[src/design/dosar_pkg.sv]
package dosar_pkg;

  // Clock and conversion timing
  localparam int CLK_PERIOD_NS = 10;
  localparam int CONV_TIME_NS = 660;   // Longest conversion time
  // Longest time rounds down, never below one cycle
  localparam int CONV_CYCLES_RAW = CONV_TIME_NS / CLK_PERIOD_NS;
  localparam int CONV_CYCLES = (CONV_CYCLES_RAW < 1) ? 1 : CONV_CYCLES_RAW;
  localparam int CONV_CNT_W = 8;

  // Word widths
  localparam int CODE_W = 32;
  localparam int DIFF_W = 24;
  localparam int CM_W = 7;
  localparam int ACC_W = 48;

  // Field positions of the raw core result used by the composite code
  localparam int DIFF_LSB = 8;

  // Configuration word
  localparam int CFG_BITS = 8;
  localparam int CFG_CNT_W = 3;

  // Synchroniser lane positions
  localparam int LANE_TRIG = 0;
  localparam int LANE_FILTERED_SHIFT_CLOCK = 1;
  localparam int LANE_DIRECT_SHIFT_CLOCK = 2;
  localparam int LANE_ALIGN = 3;
  localparam int LANE_SDI = 4;
  localparam int LANE_PRE = 5;
  localparam int LANE_RDA_N = 6;
  localparam int LANE_RDB_N = 7;
  localparam int LANES = 8;

  // Filter kinds
  typedef enum logic [1:0] {
    FILT_AVERAGE,
    FILT_DECIMATE_ONLY,
    FILT_RSVD2,
    FILT_RSVD3
  } dosar_filt_type;

  // Configuration word layout, sent MSB first
  typedef struct packed {
    logic [1:0] gain_comp;
    dosar_filt_type filt;
    logic [3:0] dsr_log2;
  } dosar_cfg_type;

  // Composite code: overrange on top, common mode at the bottom
  typedef struct packed {
    logic overrange;
    logic [DIFF_W-1:0] diff;
    logic [CM_W-1:0] cm;
  } dosar_composite_type;

  // Values after reset and the two presets
  localparam dosar_cfg_type CFG_RESET = '{2'h0, FILT_AVERAGE, 4'h2};
  localparam dosar_cfg_type CFG_PRESET_LO = '{2'h0, FILT_AVERAGE, 4'h2};
  localparam dosar_cfg_type CFG_PRESET_HI = '{2'h0, FILT_AVERAGE, 4'h8};
  localparam logic [DIFF_W+CM_W:0] COMPOSITE_RESET = 32'h0000_0000;
  localparam logic [CODE_W-1:0] FILTERED_RESET = 32'h0000_0000;

endpackage : dosar_pkg

[src/design/dosar_shift_out.sv]
`timescale 1ns/10ps
module dosar_shift_out #(
  parameter int WIDTH = 32
) (
  // Clock and reset
  input wire logic mclk,
  input wire logic resetn,
  // Parallel load
  input wire logic load,
  input wire logic [WIDTH-1:0] load_word,
  // Advance one bit
  input wire logic shift,
  // Current bit, straight from a flop
  output logic sout
);

  logic [WIDTH-1:0] word_q;

  // Load wins over shift so a new word is never skewed by one bit
  always_ff @(posedge mclk) begin
    if (!resetn) begin
      word_q <= '0;
    end else if (load) begin
      word_q <= load_word;
    end else if (shift) begin
      word_q <= {word_q[WIDTH-2:0], 1'b0};
    end
  end

  assign sout = word_q[WIDTH-1];

endmodule : dosar_shift_out

[src/design/dosar_sync.sv]
`timescale 1ns/10ps
module dosar_sync #(
  parameter int WIDTH = 8
) (
  // Clock and reset
  input wire logic mclk,
  input wire logic resetn,
  // Raw pins
  input wire logic [WIDTH-1:0] pin_in,
  // Synchronised levels and rising-edge pulses
  output logic [WIDTH-1:0] level_out,
  output logic [WIDTH-1:0] rise_out
);

  logic [WIDTH-1:0] meta_q;
  logic [WIDTH-1:0] level_q;
  logic [WIDTH-1:0] prev_q;

  // Two flops; the first is read by the second only
  always_ff @(posedge mclk) begin
    if (!resetn) begin
      meta_q <= '0;
      level_q <= '0;
    end else begin
      meta_q <= pin_in;
      level_q <= meta_q;
    end
  end

  // Edge finder looks at the settled copy only
  always_ff @(posedge mclk) begin
    if (!resetn) begin
      prev_q <= '0;
    end else begin
      prev_q <= level_q;
    end
  end

  assign level_out = level_q;
  assign rise_out = level_q & ~prev_q;

endmodule : dosar_sync

[src/design/dosar_top.sv]
// Overview of operation
// Filtered output driven only while its enable low
// Direct output driven only while its enable low
// Preset pin picks preset, else serial word
// Trigger rising edge starts a conversion
// Align pulse restarts the decimation phase
// Ready falls when filtered word loaded
// Config bits taken on filtered clock rise
// Filtered word shifts out MSB first
// Composite code shifts out MSB first
// Busy high from start until conversion ends
// Overrange flag refreshed on every conversion
// Composite is flag, 24 diff, 7 common
// Composite belongs to the same conversion
// Filtered word is averaged then decimated
// Full result handed to filter at end
// Config word sets filter and gain modes
// Host keeps shift clocks quiet after trigger
// Flag on top, common mode at bottom
// Direct shifter loads as busy falls
`timescale 1ns/10ps
module dosar_top (
  // Clock and reset
  input wire logic mclk,
  input wire logic resetn,
  // Conversion trigger and filter alignment pins
  input wire logic conversion_trigger,
  input wire logic filter_phase_align,
  // Configuration pins
  input wire logic preset_select,
  input wire logic config_serial_in,
  // Shift clocks from the host
  input wire logic filtered_shift_clock,
  input wire logic direct_shift_clock,
  // Output enables from the host
  input wire logic filtered_read_enable_n,
  input wire logic direct_read_enable_n,
  // Converter core result, valid at the end of conversion
  input wire logic [dosar_pkg::CODE_W-1:0] core_result,
  input wire logic [dosar_pkg::CM_W-1:0] core_common_mode,
  input wire logic core_overrange,
  // Status
  output logic busy,
  output logic filtered_ready_n,
  // Filtered serial port
  output logic filtered_serial_out,
  output logic filtered_serial_oe_n,
  // Direct serial port
  output logic direct_serial_out,
  output logic direct_serial_oe_n,
  // Active configuration
  output logic [1:0] gain_compensation_modes,
  output logic [1:0] filter_mode,
  output logic [3:0] decimation_log2
);

  typedef enum logic {
    ST_ACQUIRE,
    ST_CONVERT
  } dosar_state_type;

  localparam logic [dosar_pkg::CONV_CNT_W-1:0] CONV_LAST =
    dosar_pkg::CONV_CNT_W'(dosar_pkg::CONV_CYCLES - 1);
  localparam logic [dosar_pkg::CFG_CNT_W-1:0] CFG_LAST =
    dosar_pkg::CFG_CNT_W'(dosar_pkg::CFG_BITS - 1);

  // Pin synchronisers
  logic [dosar_pkg::LANES-1:0] pins;
  logic [dosar_pkg::LANES-1:0] lvl;
  logic [dosar_pkg::LANES-1:0] rise;

  assign pins[dosar_pkg::LANE_TRIG] = conversion_trigger;
  assign pins[dosar_pkg::LANE_FILTERED_SHIFT_CLOCK] = filtered_shift_clock;
  assign pins[dosar_pkg::LANE_DIRECT_SHIFT_CLOCK] = direct_shift_clock;
  assign pins[dosar_pkg::LANE_ALIGN] = filter_phase_align;
  assign pins[dosar_pkg::LANE_SDI] = config_serial_in;
  assign pins[dosar_pkg::LANE_PRE] = preset_select;
  // Enables enter inverted, so a cleared synchroniser means released;
  // a plain copy would drive both pins for two cycles after reset
  assign pins[dosar_pkg::LANE_RDA_N] = ~filtered_read_enable_n;
  assign pins[dosar_pkg::LANE_RDB_N] = ~direct_read_enable_n;

  dosar_sync #(
    .WIDTH(dosar_pkg::LANES)
  ) u_sync (
    .mclk(mclk),
    .resetn(resetn),
    .pin_in(pins),
    .level_out(lvl),
    .rise_out(rise)
  );

  // Rising edges and settled levels of the pins used below
  logic trig_rise;
  logic filtered_shift_clock_rise;
  logic direct_shift_clock_rise;
  logic align_rise;
  logic sdi_lvl;
  logic pre_lvl;

  assign trig_rise = rise[dosar_pkg::LANE_TRIG];
  assign filtered_shift_clock_rise = rise[dosar_pkg::LANE_FILTERED_SHIFT_CLOCK];
  assign direct_shift_clock_rise = rise[dosar_pkg::LANE_DIRECT_SHIFT_CLOCK];
  assign align_rise = rise[dosar_pkg::LANE_ALIGN];
  assign sdi_lvl = lvl[dosar_pkg::LANE_SDI];
  assign pre_lvl = lvl[dosar_pkg::LANE_PRE];

  // Conversion sequencer
  dosar_state_type state_q;
  logic [dosar_pkg::CONV_CNT_W-1:0] conv_cnt_q;
  logic busy_q;
  logic conv_done;
  logic conv_start;

  // Start and end of a conversion; both are read by several processes
  assign conv_start = (state_q == ST_ACQUIRE) && trig_rise;
  assign conv_done = (state_q == ST_CONVERT) && (conv_cnt_q == '0);

  // A trigger edge during conversion is ignored; the host owns the rate
  always_ff @(posedge mclk) begin
    if (!resetn) begin
      state_q <= ST_ACQUIRE;
      conv_cnt_q <= '0;
    end else begin
      case (state_q)
        ST_ACQUIRE: begin
          if (trig_rise) begin
            state_q <= ST_CONVERT;
            conv_cnt_q <= CONV_LAST;
          end
        end
        ST_CONVERT: begin
          if (conv_cnt_q == '0) begin
            state_q <= ST_ACQUIRE;
          end else begin
            conv_cnt_q <= conv_cnt_q - 1'b1;
          end
        end
        default: begin
          state_q <= ST_ACQUIRE;
          conv_cnt_q <= '0;
        end
      endcase
    end
  end

  // Busy is set on the edge at which the sequencer leaves acquisition
  always_ff @(posedge mclk) begin
    if (!resetn) begin
      busy_q <= 1'b0;
    end else if (conv_start) begin
      busy_q <= 1'b1;
    end else if (conv_done) begin
      busy_q <= 1'b0;
    end
  end

  // Composite code, built from the conversion that just ended
  dosar_pkg::dosar_composite_type composite;

  always_comb begin
    composite.overrange = core_overrange;
    composite.diff = core_result[dosar_pkg::DIFF_LSB +: dosar_pkg::DIFF_W];
    composite.cm = core_common_mode;
  end

  // Loaded as busy falls, so the first bit shows with no latency
  dosar_shift_out #(
    .WIDTH(dosar_pkg::CODE_W)
  ) u_direct (
    .mclk(mclk),
    .resetn(resetn),
    .load(conv_done),
    .load_word(composite),
    .shift(direct_shift_clock_rise),
    .sout(direct_serial_out)
  );

  // Configuration intake
  dosar_pkg::dosar_cfg_type cfg_q;
  logic [dosar_pkg::CFG_BITS-2:0] cfg_shift_q;
  logic [dosar_pkg::CFG_CNT_W-1:0] cfg_cnt_q;

  // Word framing restarts with each conversion so a stray bit cannot
  // leave every later word misaligned
  always_ff @(posedge mclk) begin
    if (!resetn) begin
      cfg_shift_q <= '0;
      cfg_cnt_q <= '0;
    end else if (pre_lvl || trig_rise) begin
      cfg_cnt_q <= '0;
    end else if (filtered_shift_clock_rise) begin
      cfg_shift_q <= {cfg_shift_q[dosar_pkg::CFG_BITS-3:0], sdi_lvl};
      cfg_cnt_q <= (cfg_cnt_q == CFG_LAST) ? '0 : cfg_cnt_q + 1'b1;
    end
  end

  // Preset pin overrides; a full serial word takes effect at once
  always_ff @(posedge mclk) begin
    if (!resetn) begin
      cfg_q <= dosar_pkg::CFG_RESET;
    end else if (pre_lvl) begin
      cfg_q <= sdi_lvl ? dosar_pkg::CFG_PRESET_HI
                       : dosar_pkg::CFG_PRESET_LO;
    end else if (filtered_shift_clock_rise && !trig_rise && cfg_cnt_q == CFG_LAST) begin
      cfg_q <= {cfg_shift_q, sdi_lvl};
    end
  end

  // Decimating filter
  logic [15:0] phase_q;
  logic signed [dosar_pkg::ACC_W-1:0] acc_q;
  logic signed [dosar_pkg::ACC_W-1:0] acc_sum;
  logic [15:0] phase_last;
  logic out_strobe;
  logic load_filt;
  logic [dosar_pkg::CODE_W-1:0] filt_word;

  // Limit follows the live ratio, so a new ratio takes hold mid-phase
  assign phase_last = 16'((32'h1 << cfg_q.dsr_log2) - 32'h1);
  assign acc_sum = acc_q + dosar_pkg::ACC_W'(signed'(core_result));
  assign out_strobe = conv_done && (phase_q == phase_last);
  // An align pulse in the same cycle drops the word and its ready edge
  assign load_filt = out_strobe && !align_rise;

  // Averaging trades latency for noise: one word per 2^n conversions
  always_comb begin
    if (cfg_q.filt == dosar_pkg::FILT_DECIMATE_ONLY) begin
      filt_word = core_result;
    end else begin
      filt_word = dosar_pkg::CODE_W'(acc_sum >>> cfg_q.dsr_log2);
    end
  end

  // Alignment pulse clears the phase so that shared pulses line up
  always_ff @(posedge mclk) begin
    if (!resetn) begin
      phase_q <= '0;
      acc_q <= '0;
    end else if (align_rise) begin
      phase_q <= '0;
      acc_q <= '0;
    end else if (conv_done) begin
      if (out_strobe) begin
        phase_q <= '0;
        acc_q <= '0;
      end else begin
        phase_q <= phase_q + 16'h0001;
        acc_q <= acc_sum;
      end
    end
  end

  dosar_shift_out #(
    .WIDTH(dosar_pkg::CODE_W)
  ) u_filtered (
    .mclk(mclk),
    .resetn(resetn),
    .load(load_filt),
    .load_word(filt_word),
    .shift(filtered_shift_clock_rise),
    .sout(filtered_serial_out)
  );

  // Ready rises at each start so every new word gives a falling edge
  logic ready_n_q;

  always_ff @(posedge mclk) begin
    if (!resetn) begin
      ready_n_q <= 1'b1;
    end else if (load_filt) begin
      ready_n_q <= 1'b0;
    end else if (conv_start) begin
      ready_n_q <= 1'b1;
    end
  end

  // Output enables and visible configuration
  logic fa_oe_n_q;
  logic db_oe_n_q;

  always_ff @(posedge mclk) begin
    if (!resetn) begin
      fa_oe_n_q <= 1'b1;
      db_oe_n_q <= 1'b1;
    end else begin
      fa_oe_n_q <= ~lvl[dosar_pkg::LANE_RDA_N];
      db_oe_n_q <= ~lvl[dosar_pkg::LANE_RDB_N];
    end
  end

  // Every port is a bare register output, free of glitches at the pins
  assign busy = busy_q;
  assign filtered_ready_n = ready_n_q;
  assign filtered_serial_oe_n = fa_oe_n_q;
  assign direct_serial_oe_n = db_oe_n_q;
  assign gain_compensation_modes = cfg_q.gain_comp;
  assign filter_mode = cfg_q.filt;
  assign decimation_log2 = cfg_q.dsr_log2;

endmodule : dosar_top

[config.mk]
export PLATFORM = sky130hd
export DESIGN_NAME = dosar_top
export DESIGN_NICKNAME = d
export VERILOG_FILES = /design/src/design/dosar_pkg.sv /design/src/design/dosar_shift_out.sv /design/src/design/dosar_sync.sv /design/src/design/dosar_top.sv
export SDC_FILE = /design/constraint.sdc
export NUM_CORES = 1
export LEC_CHECK = 0
export BUFFER_PORTS_ARGS = -buffer_cell sky130_fd_sc_hd__clkbuf_2
export CORE_UTILIZATION = 50
export CTS_BUF_LIST = sky130_fd_sc_hd__clkbuf_2
export DETAILED_ROUTE_END_ITERATION = 8
export GPL_TIMING_DRIVEN = 0
export PLACE_DENSITY = 0.67
export SETUP_SLACK_MARGIN = 0.02
export SYNTH_ARGS = -nofsm -noshare
export SYNTH_HDL_FRONTEND = slang
export SYNTH_SLANG_ARGS = --single-unit
[constraint.sdc]
create_clock -name mclk -period 6.4 [get_ports mclk]
set_clock_uncertainty 0.15 [all_clocks]
set_input_delay 1.28 -clock mclk [delete_from_list [all_inputs] [get_ports mclk]]
set_output_delay 1.28 -clock mclk [all_outputs]
set_load 0.01 [all_outputs]
==> results of run 1 <==
-- layer usage --
metal | global-route usage (%) | vias up | part of all wire (%)
li1 | - | 6264 | -
met1 | 48.4 | 6452 | 42
met2 | 57.8 | 720 | 44
met3 | 7.39 | 127 | 9.6
met4 | 16.2 | 2 | 4.4
met5 | 0 | - | 0.031
-- flip-flops by register name (all words and copies together) (netlist names), 3 cells and up --
register	flops
acc_q	47
cfg_cnt_q	3
cfg_shift_q	7
conv_cnt_q	8
decimation_log2	4
phase_q	16
u_direct.word_q	32
u_filtered.word_q	32
u_sync.level_out	8
u_sync.meta_q	8
u_sync.prev_q	4
-- where the power goes --
group	switching, uW	total, uW	internal, uW	leakage [uW]
Sequential	22.5	1180	1150	0.00144
Combinational	350	527	178	0.00395
Clock	550	702	152	0.000159
Total	923	2410	1480	0.00555
-- final cells by class --
type | count | area, sq um | share of cell area (%)
repair buffers | 62 | 310 | 2.28
multi-input cells | 1368 | 8510 | 62.5
clock inverters | 15 | 198 | 1.45
well taps | 324 | 405 | 2.98
diodes | 2 | 5.00 | 0.0367
plain buffers | 118 | 467 | 3.43
inverters | 20 | 75.1 | 0.551
flip-flops and latches | 178 | 3560 | 26.2
clock buffers | 17 | 85.1 | 0.625
-- Yosys cell counts (all sizes together), types with 10 or more instances --
cell	count	area, sq um
a21o	13	97.6
nand2b	13	96.4
clkbuf	99	372
xor2	33	289
o22ai	10	62.6
nor4	10	62.6
o21a	10	75.1
a211oi	59	443
xnor2	40	350
o211ai	18	135
a31oi	16	100
mux2i	69	691
nor3	33	165
nand3	51	255
mux2	12	135
or3	13	81.3
and2	31	194
dfxtp	178	3560
mux4	11	248
a22oi	15	113
buf	20	95.1
inv	19	71.3
nor2	244	918
nand4	24	150
ha	51	638
o21ai	93	473
and3	14	87.6
nand2	202	758
a21oi	150	751
-- through the flow --
stage                     utilization [%]  worst slack [ns]  power, uW
after detailed placement             54.4            -0.207       1700
after global placement               54.4            -0.208       1700
after global routing                 55.5             0.112       2500
after CTS                            55.5            0.0541       2390
final                                55.5             0.377       2410
after floorplan                         -              1.05       1530
-- cell usage in the layout (no fill, tap or decap), drive strengths merged, types with 7 or more instances in the layout --
cell / instances
a21o: 13
a21oi: 150
buf: 18
nand2: 202
and2: 31
or3: 13
clkbuf: 179
mux2i: 69
xnor2: 40
a21boi: 7
and3: 14
mux4: 11
a211o: 7
o311ai: 9
nand4: 24
nor4: 10
ha: 51
inv: 28
nor3: 33
o21a: 10
o22ai: 10
nor2: 244
mux2: 12
o211ai: 18
xor2: 33
nand2b: 13
o21bai: 9
a31oi: 16
nand3: 51
dfxtp: 178
a22oi: 15
o31ai: 8
nor2b: 8
o21ai: 93
a211oi: 59
-- final timing paths --
path	startpoint	endpoint	slack (ns)	cells past startpoint
min reg2reg	u_sync.level_out[6]	filtered_serial_oe_n	0.26	1
min	u_sync.level_out[6]	filtered_serial_oe_n	0.26	1
max	decimation_log2[0]	u_filtered.word_q[31]	0.38	20
max reg2reg	decimation_log2[0]	u_filtered.word_q[31]	0.38	20
-- kinds of logic after synthesis --
family,after synthesis,synth area share (%)
compound gates,481,24.6
buf+inv,139,4.29
xor+xnor,73,5.07
fa+ha+maj,52,5.22
simple gates,670,24.1
mux,92,8.51
flops,178,28.2
-- critical path, cell delays in order, from the launching register on --
cell	delay, ns
sky130_fd_sc_hd__dfxtp_1	0.38
sky130_fd_sc_hd__clkbuf_1	0.22
sky130_fd_sc_hd__clkbuf_2	0.30
sky130_fd_sc_hd__inv_2	0.39
sky130_fd_sc_hd__clkbuf_1	0.49
sky130_fd_sc_hd__clkbuf_2	0.39
sky130_fd_sc_hd__nand2_1	0.09
sky130_fd_sc_hd__ha_1	0.20
sky130_fd_sc_hd__clkbuf_1	0.24
sky130_fd_sc_hd__clkbuf_2	0.26
sky130_fd_sc_hd__o21ai_0	0.10
sky130_fd_sc_hd__o21ai_0	0.12
sky130_fd_sc_hd__xor2_1	0.16
sky130_fd_sc_hd__or4_1	0.54
sky130_fd_sc_hd__or4_4	0.58
sky130_fd_sc_hd__buf_4	0.23
sky130_fd_sc_hd__nand2b_4	0.18
sky130_fd_sc_hd__clkbuf_1	0.27
sky130_fd_sc_hd__o21ai_0	0.19
sky130_fd_sc_hd__o311ai_0	0.20
sky130_fd_sc_hd__a21oi_1	0.25
-- timing repair --
item / 4_1_cts / 5_1_grt
gates resized for setup: 0 / 5
hold buffers: 0 / 0
endpoints found under the setup margin: 35 / 61
==> impl_summary.md, run 1 <==
Status
The run finished with clean final reports.

Critical path
STA classifies the critical path endpoint as a flop. The kind of launch point of the worst setup path is a flop. At the worst endpoint, the required time is 7.05 ns. The maximum fanout encountered on the critical timing path is 17. The setup path with the least slack is of type reg -> reg. The worst path arrival time is 6.67 ns.

Timing
The setup TNS after final layout is 0 ns. The final-report max-slew violation count was 0. Setup violations remaining at the end of the flow were counted as 0. Setup repair after global routing left no endpoint under its margin. The worst-case headroom to the max-slew limit is 20.3%.

The worst path uses 94.1% of the clock period. Counting I/O delays and the setup requirement, the final critical path takes 6.02 ns. The tightest hold margin is 0.256 ns. The count of final hold-check violations is 0. At the pin with the least slew margin, the transition time is 1.18 ns.

The highest attainable clock frequency is 166 MHz.

Cells and area
The number of filler cells placed in the layout is 2,466. From synthesis to final layout, the design area changed by 7.95%. The final non-filler cell total is 2,104. At the end of the flow, the number of nets in the layout was 1,867. The share of post-route cells with drive strength above 1 is 8.27%. The final instance area is 0.0136 sq mm.

Synthesis
The number of nets in the synthesized netlist is 1,787. The most used flip-flop cell after synthesis is sky130_fd_sc_hd__dfxtp_1. The number of instances in the synthesized netlist is 1,685. After synthesis, the share of flip-flops with an asynchronous set or reset is 0%. The average instance in the mapped netlist occupies 7.49 sq um. The flop and latch count out of synthesis is 178. The count of distinct cell types in the synthesized netlist is 81.

In this run the cell area of the synthesized design comes to 0.0126 sq mm. Sequential cells were found to cover 28.2% of the synthesized design area. The Yosys step of the flow raised 0 warnings.

The number of synthesized flops with an enable pin is 0.

Placement
In this run, placement finished with an instance count of 2,071. The cell area reported after detailed placement is 0.0133 sq mm. The wire-length estimate of the detail-placed layout is 37,200 um.

In this run the tool buffered the top-level ports with 62 buffer cells. Routability-driven placement finished with a final weighted congestion of 1.02.

Floorplan
The die covers 0.0259 sq mm. The initial core utilization is 51.4%. The die is 161 um tall. Row generation in the floorplan step produced 57 rows.

The die width is 161 um. The area inside the core boundary is 0.0245 sq mm. Pin placement for this block handled 64 I/O pins.

Global routing
The largest net degree at the start of global routing is 22. The number of antenna violations at the first check in global routing is 2. The via count of the first global-routing pass is 12,600. The wire length of the first global-routing pass is 72,800 um. The global-route congestion overflow total is 0. For this run, the total global-route usage over all layers was measured as 36.7%.

Drt
The count of nets left with antenna violations after detail routing is 0. The via count normalized by instance count is 6.45. For this block, the routed nets add up to 47,800 um of wire. The iteration-0 DRC count of the detailed router is 1,533. The detailed-route wire length per cell is 22.7 um. The first detailed-routing pass ran for 7 iterations.

For this block, the via count after detailed routing is 13,600. The DRC violation count after routing is 0.

Clocking
The cell sitting at the root of the clock tree is a sky130_fd_sc_hd__clkbuf_2. The clock-pin transition on the worst setup and hold timing paths is 0.35 ns. In this run, CTS created clock tree buffers numbering 17. The clock latency of the later-clocked register in the worst-skew pair is 0.89 ns. After clock tree synthesis, the setup repair step added 0 buffers.

The tree built by TritonCTS fans out to 178 sinks. TritonCTS built the clock tree. In this run the deepest clock path goes through 2 buffers. The number of levels the H-tree was split into is 4.

Power
Summed over all cells, the static leakage comes to 0.00555 uW. The power density over the cells is 177 mW/mm^2. The worst-case IR drop observed on VDD is 0.125 mV.

Run
Across the run, the number of max-cap violations was 0.

Min path
The tightest min-delay check is of the reg -> reg type.
Power figures use the tool's default switching activity.
==> inputs of run 2 (changes only) <==
==> constraint.sdc (replaced) <==
create_clock -name mclk -period 6.2 [get_ports mclk]
set_clock_uncertainty 0.15 [all_clocks]
set_input_delay 1.24 -clock mclk [delete_from_list [all_inputs] [get_ports mclk]]
set_output_delay 1.24 -clock mclk [all_outputs]
set_load 0.01 [all_outputs]
==> run 2 against run 1 <==
  * Register-to-register slack worse by 0.17 ns
  * Cell area hardly changed
  * Utilization hardly changed
  * Fmax grew 0.58%
  * Wire length barely moved
  * Count of clock-buffer cells in the layout unchanged
  * Highest routed layer unchanged
  * Sequential cell count unchanged
  * Final cell count stayed put
  * Worst setup slack worse by 0.17 ns
==> impl_summary.md, run 2 (synthesis results as in run 1) <==
Power
The maximum vdd drop is 0.129 mV (+2.8%). The overall power of the completed layout is 2490 uW (+3.3%). The leakage power total came to 0.00555 uW (about the same). The power density over the cells is 182 mW/mm^2 (+3.3%).

Critical path
The maximum fanout encountered on the critical timing path is 10 (-7). The required time reported for the critical path endpoint is 6.86 ns (-0.19 ns). The worst setup path is launched from a flop. The endpoint kind of the worst setup timing path is a flop. The worst path arrival time is 6.65 ns (-0.02 ns). The critical setup path kind is reg -> reg.

Cells and area
The final instance area is 0.0136 sq mm (about the same). The top cell types in the final layout, fill and taps aside, are 243 x sky130_fd_sc_hd__nor2_1, 202 x sky130_fd_sc_hd__nand2_1, 178 x sky130_fd_sc_hd__dfxtp_1. The largest registers in the layout are acc_q: 47 flops, u_direct.word_q: 32 flops, u_filtered.word_q: 32 flops. Ranked by flip-flop count, first place goes to acc_q. The share of post-route cells with drive strength above 1 is 8.27% (about the same). The final net count is 1,866 (-0.054%). The signed area change from the synthesized netlist to the final layout was 7.94% (about the same).

The number of flip-flops under the largest register name is 47 (unchanged). The share of the core filled with cells in the final layout is 55.5% (about the same). The library cell used most frequently in the layout, excluding fill and tap cells, is sky130_fd_sc_hd__nor2_1.

Drt
The detailed-route wire length per cell is 22.7 um (about the same). The iteration-0 DRC count of the detailed router came to 1,599 (+4.3%). The sum of routed wire length over all layers is 47,800 um (about the same). The count of vias placed by the detailed router came to 13,500 (-0.26%).

The via count normalized by instance count is 6.43 (-0.26%). The count of nets left with antenna violations after detail routing was 0 (unchanged). The number of iterations in the first detailed-routing pass is 8 (+1).

The DRC violation count after routing came to 0 (unchanged).

Clocking
The total setup buffers inserted after CTS is 0 (unchanged). The number of hold buffers added after cts came to 0 (unchanged). The clock tree from TritonCTS is built.

The number of sinks driven by the clock tree was 178 (unchanged). The clock-pin transition on the worst setup and hold timing paths is 0.35 ns (about the same). The CTS buffer count is 17 (unchanged). The quantity of gates resized following cts was 1 (+1). The buffer depth of the longest clock path is 2 (unchanged). The clock latency of the later-clocked register in the worst-skew pair came to 0.88 ns (about the same). The number of levels the H-tree was split into is 4 (unchanged). The clock root buffer is sky130_fd_sc_hd__clkbuf_2.

Floorplan
The floorplan die area is 0.0259 sq mm (unchanged). The number of placement rows was 57 (unchanged). The initial core utilization was 51.4% (unchanged). The area inside the core boundary is 0.0245 sq mm (unchanged). The die width came to 161 um (unchanged).

The die boundary height is 161 um (unchanged). The I/O pin count is 64 (unchanged).

Global routing
met2 is the most crowded layer. The via count of the first global-routing pass is 12,600 (unchanged). The met2 usage was 57.8% (unchanged). The global routing met3 resource utilization is 7.39% (unchanged). The total global routing track utilization is 36.7% (about the same).

The wire length of the first global-routing pass is 72,800 um (about the same). The number of antenna violations at the first check in global routing is 2 (unchanged). The global-route met1 utilization is 48.4% (about the same). The largest net degree at the start of global routing is 22 (unchanged).

The global-route congestion overflow total was 0 (unchanged).

Min path
The path type of the worst min-delay path is reg -> reg.

Placement
The final weighted congestion in routability-driven placement is 1.02 (unchanged). The number of port buffers is 62 (unchanged). The cell area reported after detailed placement came to 0.0133 sq mm (unchanged). The half-perimeter wire length after detailed placement was 37,200 um (unchanged).

Timing
The transition time of the tightest slew-check pin is 1.21 ns (+0.0255 ns). The count of final hold-check violations is 0 (unchanged). The share of the clock period used by the worst path after layout is 96.6% (+2.5 points). Setup repair after global routing left no endpoint under its margin. The highest attainable clock frequency was 167 MHz (+0.58%).

The final-report max-slew violation count was 0 (unchanged). The count of endpoints failing setup in the final report is 0 (unchanged). The tightest hold margin is 0.256 ns (+0.0000470 ns). The worst-case headroom to the max-slew limit was 18.6% (-1.7 points).

The final critical path time including I/O delays and setup came to 5.99 ns (-0.0347 ns).

Status
The run finished with clean final reports.

Run
The number of violations of the max-capacitance limit is 0 (unchanged).
## run 2: cell count changes in the layout (fill, tap and decap cells not counted)
cell,before,now
sky130_fd_sc_hd__clkbuf_1,97,96
sky130_fd_sc_hd__diode_2,2,3
## run 2: final timing paths
kind,startpoint,to,slack [ns],cells past startpoint
max,decimation_log2[0],u_filtered.word_q[31],0.21,19
min,u_sync.level_out[6],filtered_serial_oe_n,0.26,1
max reg2reg,decimation_log2[0],u_filtered.word_q[31],0.21,19
min reg2reg,u_sync.level_out[6],filtered_serial_oe_n,0.26,1
## run 2: layout make-up
| cell class | instances | area [sq um] |
|---|---|---|
| tap | 324 | 405 |
| timing repair buffer | 62 | 310 |
| clock inverter | 15 | 198 |
| sequential | 178 | 3560 |
| antenna | 3 | 7.51 |
| fill | 2466 | 10900 |
| clock buffer | 17 | 85.1 |
| multi-input combinational | 1368 | 8510 |
| buffer | 117 | 463 |
| inverter | 20 | 75.1 |
## run 2: metrics by stage
step / TNS [ns] / instances / worst slack (ns)
floorplan: 0 / 1685 / 0.847
global placement: -9.49 / 2071 / -0.408
detailed placement: -9.19 / 2071 / -0.407
CTS: 0 / 2102 / 0.0786
global route: 0 / 2102 / 0.0550
finish: 0 / 2104 / 0.212
## run 2: critical path: stages, from the launching register on
cell                       delay (ns)
sky130_fd_sc_hd__dfxtp_1         0.40
sky130_fd_sc_hd__clkbuf_1        0.35
sky130_fd_sc_hd__clkbuf_2        0.38
sky130_fd_sc_hd__clkbuf_1        0.49
sky130_fd_sc_hd__buf_1           0.51
sky130_fd_sc_hd__nand2_1         0.11
sky130_fd_sc_hd__ha_1            0.20
sky130_fd_sc_hd__clkbuf_1        0.24
sky130_fd_sc_hd__clkbuf_2        0.26
sky130_fd_sc_hd__o21ai_0         0.11
sky130_fd_sc_hd__o21ai_0         0.13
sky130_fd_sc_hd__xor2_1          0.17
sky130_fd_sc_hd__or4_1           0.54
sky130_fd_sc_hd__or4_4           0.58
sky130_fd_sc_hd__buf_4           0.23
sky130_fd_sc_hd__nand2b_4        0.18
sky130_fd_sc_hd__clkbuf_1        0.28
sky130_fd_sc_hd__o21ai_0         0.20
sky130_fd_sc_hd__o311ai_0        0.20
sky130_fd_sc_hd__a21oi_1         0.23
## run 2: routing by layer
metal / vias to the layer above / wire length [um]
met5: - / 17
met4: 2 / 2200
met3: 134 / 4640
met2: 723 / 20900
met1: 6394 / 20000
li1: 6277 / -
## run 2: report_power, final
part           internal [uW]  switching (uW)  total (uW)
Combinational            183             362         546
Sequential              1190            23.0        1210
Clock                    157             569         726
Total                   1530             954        2490
